### src/rtl/bit_branch_regs.svh
// Constants for the branch and bit-operation execute block
`ifndef BIT_BRANCH_REGS_SVH
`define BIT_BRANCH_REGS_SVH
`define OPC_RELATIVE_JUMP 4'hD
`define OPC_FILE_BIT_SET 4'h8
`define OPC_TEST_SKIP_CLEAR 4'hB
`define OPC_TEST_SKIP_SET 4'hA
`define IDX_LIMIT 8'h5F
`define PC_RESET 21'h000000
`define BANK_RESET 4'h0
`endif

### src/rtl/bit_branch_pkg.sv
// Types shared by the branch and bit-operation execute block
package bit_branch_pkg;
	typedef enum logic [1:0] {
		PH_Q1,
		PH_Q2,
		PH_Q3,
		PH_Q4
	} phase_t;

	typedef struct packed {
		logic [11:0] addr;
		logic [7:0] data;
		logic rd;
		logic wr;
	} file_req_t;
endpackage

### src/rtl/branch_and_bit_op_exec.sv
// Execute logic for relative jump, bit set and bit test-skip instructions
// Overview of operation
// - Jump loads PC plus two plus 2n
// - Jump takes two cycles, second is no-op
// - Bit set forces selected bit to one
// - Access flag picks access bank or bank register
// - Extended mode, a=0, f<=95 uses indexed offset
// - Test clear skips next when bit zero
`include "bit_branch_regs.svh"
module branch_and_bit_op_exec (
	input wire logic ref_clk,
	input wire logic reset,
	input wire logic [15:0] instr_word,
	input wire logic instr_valid,
	input wire logic [3:0] bank_select_reg,
	input wire logic ext_set_en,
	input wire logic [11:0] index_base,
	input wire logic [7:0] file_rdata,
	output bit_branch_pkg::file_req_t file_req,
	output bit_branch_pkg::phase_t phase,
	output logic [20:0] pc,
	output logic flush_fetch,
	output logic forced_nop
);
	import bit_branch_pkg::*;

	phase_t phase_r, phase_nxt;
	logic [20:0] pc_r, pc_nxt;
	logic [15:0] ir_r, ir_nxt;
	logic nop_r, nop_nxt;
	logic [7:0] data_r, data_nxt;
	file_req_t req_r, req_nxt;
	logic flush_r, flush_nxt;

	// Decode of the instruction in execution
	logic [11:0] eff_addr;
	logic [3:0] opc;
	logic [2:0] bit_idx;
	logic [20:0] offset_ext;
	logic [7:0] bit_mask;
	logic bit_val;
	logic live;
	logic is_jump;
	logic is_set;
	logic is_skip_clear;
	logic is_skip_set;
	logic is_bit_op;
	logic jump_flush;

	assign opc = ir_r[15:12];
	assign bit_idx = ir_r[11:9];
	// The offset counts words, so it is doubled into a byte distance
	assign offset_ext = {{9{ir_r[10]}}, ir_r[10:0], 1'b0};
	assign bit_mask = 8'h01 << bit_idx;
	assign bit_val = data_r[bit_idx];

	// A discarded word keeps its opcode bits, so every decode is gated by live
	assign live = !nop_r;
	assign is_jump = live && (opc == `OPC_RELATIVE_JUMP);
	assign is_set = live && (opc == `OPC_FILE_BIT_SET);
	assign is_skip_clear = live && (opc == `OPC_TEST_SKIP_CLEAR);
	assign is_skip_set = live && (opc == `OPC_TEST_SKIP_SET);
	assign is_bit_op = is_set || is_skip_clear || is_skip_set;
	// Unknown opcodes touch nothing: no file access, no flush
	// A jump has loaded its target already, so the next latch must not step past it
	assign jump_flush = flush_r && is_jump;

	data_addr_former u_addr (
		.access_sel(ir_r[8]),
		.file_field(ir_r[7:0]),
		.bank_select_reg(bank_select_reg),
		.ext_set_en(ext_set_en),
		.index_base(index_base),
		.data_addr(eff_addr)
	);

	// Quarter-phase sequencer
	always_comb begin
		case (phase_r)
			PH_Q1: begin
				phase_nxt = PH_Q2;
			end
			PH_Q2: begin
				phase_nxt = PH_Q3;
			end
			PH_Q3: begin
				phase_nxt = PH_Q4;
			end
			PH_Q4: begin
				phase_nxt = PH_Q1;
			end
			default: begin
				phase_nxt = PH_Q1;
			end
		endcase
	end

	// Reset parks the sequencer in Q4 so the first word is latched at the first edge
	always_ff @(posedge ref_clk) begin
		if (reset) begin
			phase_r <= PH_Q4;
		end else begin
			phase_r <= phase_nxt;
		end
	end

	// Instruction latch at the end of Q4
	always_comb begin
		ir_nxt = ir_r;
		nop_nxt = nop_r;
		if (phase_r == PH_Q4) begin
			// A flushed or missing word still occupies a cycle, as a no-op
			ir_nxt = instr_valid ? instr_word : 16'h0000;
			nop_nxt = flush_r || !instr_valid;
		end
	end

	always_ff @(posedge ref_clk) begin
		if (reset) begin
			ir_r <= 16'h0000;
			nop_r <= 1'b1;
		end else begin
			ir_r <= ir_nxt;
			nop_r <= nop_nxt;
		end
	end

	// Program counter: points at the word being fetched in this cycle
	always_comb begin
		pc_nxt = pc_r;
		if (phase_r == PH_Q4) begin
			// A skipped word is still stepped over; only a jump keeps its target
			if (!jump_flush) begin
				pc_nxt = pc_r + 21'h000002;
			end
		end else if (phase_r == PH_Q3 && is_jump) begin
			// pc_r already holds the incremented address here
			pc_nxt = pc_r + offset_ext;
		end
	end

	always_ff @(posedge ref_clk) begin
		if (reset) begin
			pc_r <= `PC_RESET;
		end else begin
			pc_r <= pc_nxt;
		end
	end

	// Operand copy: captured at the end of Q2, modified in Q3
	always_comb begin
		data_nxt = data_r;
		if (phase_r == PH_Q2 && req_r.rd) begin
			data_nxt = file_rdata;
		end else if (phase_r == PH_Q3 && is_set) begin
			data_nxt = data_r | bit_mask;
		end
	end

	always_ff @(posedge ref_clk) begin
		if (reset) begin
			data_r <= 8'h00;
		end else begin
			data_r <= data_nxt;
		end
	end

	// Strobes are registered one phase ahead, so each stands for exactly its phase
	always_comb begin
		req_nxt = '0;
		req_nxt.addr = req_r.addr;
		if (phase_r == PH_Q1 && is_bit_op) begin
			req_nxt.addr = eff_addr;
			req_nxt.rd = 1'b1;
		end else if (phase_r == PH_Q3 && is_set) begin
			req_nxt.data = data_r | bit_mask;
			req_nxt.wr = 1'b1;
		end
	end

	always_ff @(posedge ref_clk) begin
		if (reset) begin
			req_r <= '0;
		end else begin
			req_r <= req_nxt;
		end
	end

	// Decided in Q3 so the fetch stage sees the discard for the whole of Q4
	always_comb begin
		flush_nxt = 1'b0;
		if (phase_r == PH_Q3) begin
			if (is_jump) begin
				flush_nxt = 1'b1;
			end else if (is_skip_clear) begin
				flush_nxt = !bit_val;
			end else if (is_skip_set) begin
				flush_nxt = bit_val;
			end
		end
	end

	always_ff @(posedge ref_clk) begin
		if (reset) begin
			flush_r <= 1'b0;
		end else begin
			flush_r <= flush_nxt;
		end
	end

	// Every output comes straight from a flop
	assign file_req = req_r;
	assign phase = phase_r;
	assign pc = pc_r;
	assign flush_fetch = flush_r;
	assign forced_nop = nop_r;
endmodule

### src/rtl/data_addr_former.sv
// Data address formation for file-register operands
`include "bit_branch_regs.svh"
module data_addr_former (
	input wire logic access_sel,
	input wire logic [7:0] file_field,
	input wire logic [3:0] bank_select_reg,
	input wire logic ext_set_en,
	input wire logic [11:0] index_base,
	output logic [11:0] data_addr
);
	always_comb begin
		if (access_sel) begin
			data_addr = {bank_select_reg, file_field};
		end else if (ext_set_en && (file_field <= `IDX_LIMIT)) begin
			data_addr = index_base + {4'h0, file_field};
		end else if (file_field[7]) begin
			data_addr = {4'hF, file_field};
		end else begin
			data_addr = {4'h0, file_field};
		end
	end
endmodule

### config.mk
export PLATFORM = sky130hd
export DESIGN_NAME = branch_and_bit_op_exec
export DESIGN_NICKNAME = d
export VERILOG_FILES = /design/src/rtl/bit_branch_pkg.sv /design/src/rtl/branch_and_bit_op_exec.sv /design/src/rtl/data_addr_former.sv
export VERILOG_INCLUDE_DIRS = /design/src /design/src/rtl
export SDC_FILE = /design/constraint.sdc
export NUM_CORES = 1
export LEC_CHECK = 0
export BUFFER_PORTS_ARGS = -buffer_cell sky130_fd_sc_hd__buf_2
export CAP_MARGIN = 30
export CORE_MARGIN = 3
export CORE_UTILIZATION = 35
export CTS_BUF_LIST = sky130_fd_sc_hd__clkbuf_4
export DETAILED_ROUTE_END_ITERATION = 8
export SETUP_SLACK_MARGIN = 0.1
export SYNTH_ARGS = -nofsm -noshare
export SYNTH_HDL_FRONTEND = slang
export SYNTH_HIERARCHICAL = 1
export SYNTH_SLANG_ARGS = --single-unit
### constraint.sdc
create_clock -name ref_clk -period 3.2 [get_ports ref_clk]
set_input_delay 0.48 -clock ref_clk [delete_from_list [all_inputs] [get_ports ref_clk]]
set_output_delay 0.48 -clock ref_clk [all_outputs]
set_load 0.02 [all_outputs]
==> impl_metrics.tcl <==
set metrics [dict create \
    status "finished, final reports clean" \
    syn_nets 582 \
    start_kind "register" \
    pwr-share-comb 0.270 \
    end_kind "register" \
    seq_power_share 0.459 \
    die_area_um2 13600 \
    routedLengthMet1_um 5050 \
    die_y_um 116 \
    port_buffers 89 \
    peakVddDrop_mv 0.281 \
    power.leakage_nw 2.26 \
    swShare 0.340 \
    route.met3.wl_um 603 \
    wl_per_cell_um 15.0 \
    drive_above_1_share 0.250 \
    worstPathRequired_ns 3.50 \
    async_reset_ff_frac 0 \
    max_freq_mhz 343 \
    rows 39 \
    critPathKind "reg -> reg" \
    totalWireLength_um 11200 \
    root_buffer "clkbuf_4" \
    dp_hpwl_um 8350 \
    ant_nets 0 \
    tritoncts "done" \
    design.core.area_um2 11700 \
    rsz0062_at_grt "false" \
    yosys-top-cells-area "dfxtp_1 33%, ha_1 6.5%, a21oi_1 6.1%" \
    io_pins 91 \
    synth.cell_area_um2 4270 \
    final_max_slew_viol_count 0 \
    syn_to_final_growth_pct 17.2 \
    finalSetupViolations 0 \
    firstDrtPassIters 4 \
    clkPwrFrac 0.271 \
    slew_headroom 0.429 \
    clk_path_buf_depth 2 \
    post-route-min-period_ns 2.91 \
    drv_cap 0 \
    grt_use_total 0.168 \
    synth_edf_count 0 \
    yosysTopAreaCellShare 0.328 \
    grt_pass1_wl_um 18100 \
    antenna_found_initial 1 \
    clock_latency_ns 0.44 \
    grt_pass1_vias 3814 \
    synth_seq_area_share 0.328 \
    hold_viol 0 \
    grt-ovfl-total 0 \
    drt_iter0_markers 201 \
    fin_ws_ns 0.285 \
    synth_area_leader_cell "dfxtp_1" \
    power_density_nw_per_um2 428 \
    hold_class "in -> reg" \
    critPathArrivalTime_ns 3.22 \
    ys_types 72 \
    synth_flop_cell "dfxtp_1" \
    reg2reg_slack_ns 0.29 \
    reg2regPathDepth 12 \
    clk_pin_slew_worst_paths_ns 0.11 \
    skew_ns 0.0164 \
    die_x_um 116 \
    numCtsBuffers 9 \
    synth.avg_cell_area_um2 8.30 \
    tns_ns 0 \
    clkSinkCount 70 \
    ys_warn_count 6 \
    hold_depth 3 \
    worst_pin_slew_ns 0.857 \
    start_util 0.366 \
    cts_max_level 3 \
    crit_path_max_fanout 7 \
    synth_seq_cells 70 \
    topRoutingLayerUsed "met4" \
    via_count 3981 \
    finalNetCount 667 \
    vias_per_cell 5.32 \
    wl_met2_um 5320 \
    final.period_utilization 0.911 \
    place_ws_ns 0.209 \
    drc 0 \
    power.switching_mw 0.727 \
    netlist_instances 514 \
    intPower_mw 1.41 \
    grt_max_degree 49 \
    gp_congestion 0.851 \
]
==> power by group through the flow <==
| stage | Combinational, mW | Sequential (mW) | Clock, mW |
|---|---|---|---|
| after global routing | 0.639 | 0.991 | 0.652 |
| after floorplan | 0.390 | 1.01 | 0 |
| final | 0.577 | 0.982 | 0.580 |
| after detailed placement | 0.540 | 1.00 | 0 |
| after global placement | 0.537 | 0.996 | 0 |
| after CTS | 0.544 | 0.981 | 0.608 |
==> timing repair <==
item	in CTS	in global routing
resized for setup	0	5
hold buffers	0	0
setup buffers	0	8
endpoints found under the setup margin	0	7
==> layout make-up <==
cell class,count,area (um^2)
Antenna cell,1,2.50
Inverter,13,48.8
Timing Repair Buffer,102,541
Fill cell,1181,6660
Multi-Input combinational cell,403,2690
Clock inverter,5,50.0
Tap cell,143,179
Clock buffer,11,82.6
Sequential cell,70,1410
==> synthesized netlist by cell type, types with 3 or more instances <==
cell      instances
o31a_1            3
xor2_1            5
clkbuf_8          5
nand2b_1          5
nor4_1            4
xnor2_1          10
inv_1            13
o21a_1            5
nand2_1          45
o21ai_0          14
o21ai_1           6
ha_1             22
mux2i_1          17
a21o_1            8
nor2b_1          17
nor2_1           68
nand3_1          12
o211ai_1          5
a211oi_1         13
nand3b_1          7
and2_1            4
buf_2             5
clkbuf_1         14
dfxtp_1          70
or2_2             4
a31oi_1           6
a21oi_1          52
and3_1            3
or3_1             7
nor3_1            9
==> per-layer routing <==
| layer | up-vias | track usage |
|---|---|---|
| met2 | 112 | 0.275 |
| met3 | 18 | 0.0389 |
| met4 | 0 | 0.0642 |
| met1 | 1846 | 0.215 |
| li1 | 2005 | - |
| met5 | - | 0 |
==> worst paths after layout <==
| check | start | to |
|---|---|---|
| worst max-delay path | phase[1]$_SDFF_PP1_ | pc[13]$_SDFFE_PP0P_ |
| worst min-delay path | instr_word[14] | ir_r[14]$_SDFFE_PP0P_ |
| worst max register to register | phase[1]$_SDFF_PP1_ | pc[13]$_SDFFE_PP0P_ |
| worst min register to register | pc[5]$_SDFFE_PP0P_ | pc[5]$_SDFFE_PP0P_ |
==> registers in the layout, indices dropped and copies added (netlist names) <==
| register | flops |
|---|---|
| data_r | 8 |
| file_req | 22 |
| flush_fetch | 1 |
| forced_nop | 1 |
| ir_r | 16 |
| pc | 20 |
| phase | 2 |
==> placed cells by master (no fill, tap or decap), drive strengths merged, types with 13 or more instances in the layout <==
cell	n
buf	101
mux2i	17
nor2	68
ha	22
o21ai	21
nand2	45
dfxtp	70
inv	13
a21oi	54
a211oi	15
nor2b	18
==> worst max-delay path, cell delays in order, from the launching register on <==
cell,delay (ns)
dfxtp_4,0.39
ha_4,0.20
or2_4,0.26
ha_4,0.17
fa_2,0.37
a211oi_2,0.23
o211ai_1,0.16
a41oi_2,0.39
buf_4,0.19
nor3_1,0.04
a21oi_1,0.17
xor2_1,0.16
nor2_1,0.05
==> metrics by stage <==
stage / hold slack, ns / utilization / instance area (um^2) / total power [mW] / std cells
5_1_grt: 0.245 / 0.429 / 5000 / 2.28 / 748
6_report: 0.274 / 0.429 / 5000 / 2.14 / 748
2_1_floorplan: 0.454 / - / 4310 / 1.40 / 514
3_5_place_dp: 0.475 / 0.411 / 4790 / 1.54 / 723
4_1_cts: 0.235 / 0.422 / 4920 / 2.13 / 739
3_3_place_gp: 0.465 / 0.411 / 4790 / 1.53 / 723
==> logic make-up (layout without fill, tap and decap cells) <==
family          after synthesis  after routing  synth area share
flops                        70             70             0.328
compound gates              145            145             0.229
simple gates                195            195             0.225
buf+inv                      41            131            0.0513
mux                          22             22            0.0584
other cells                   1              2          0.000879
xor+xnor                     15             15            0.0308
fa+ha+maj                    25             25            0.0765
No activity file was read; power rests on OpenSTA's default activity.
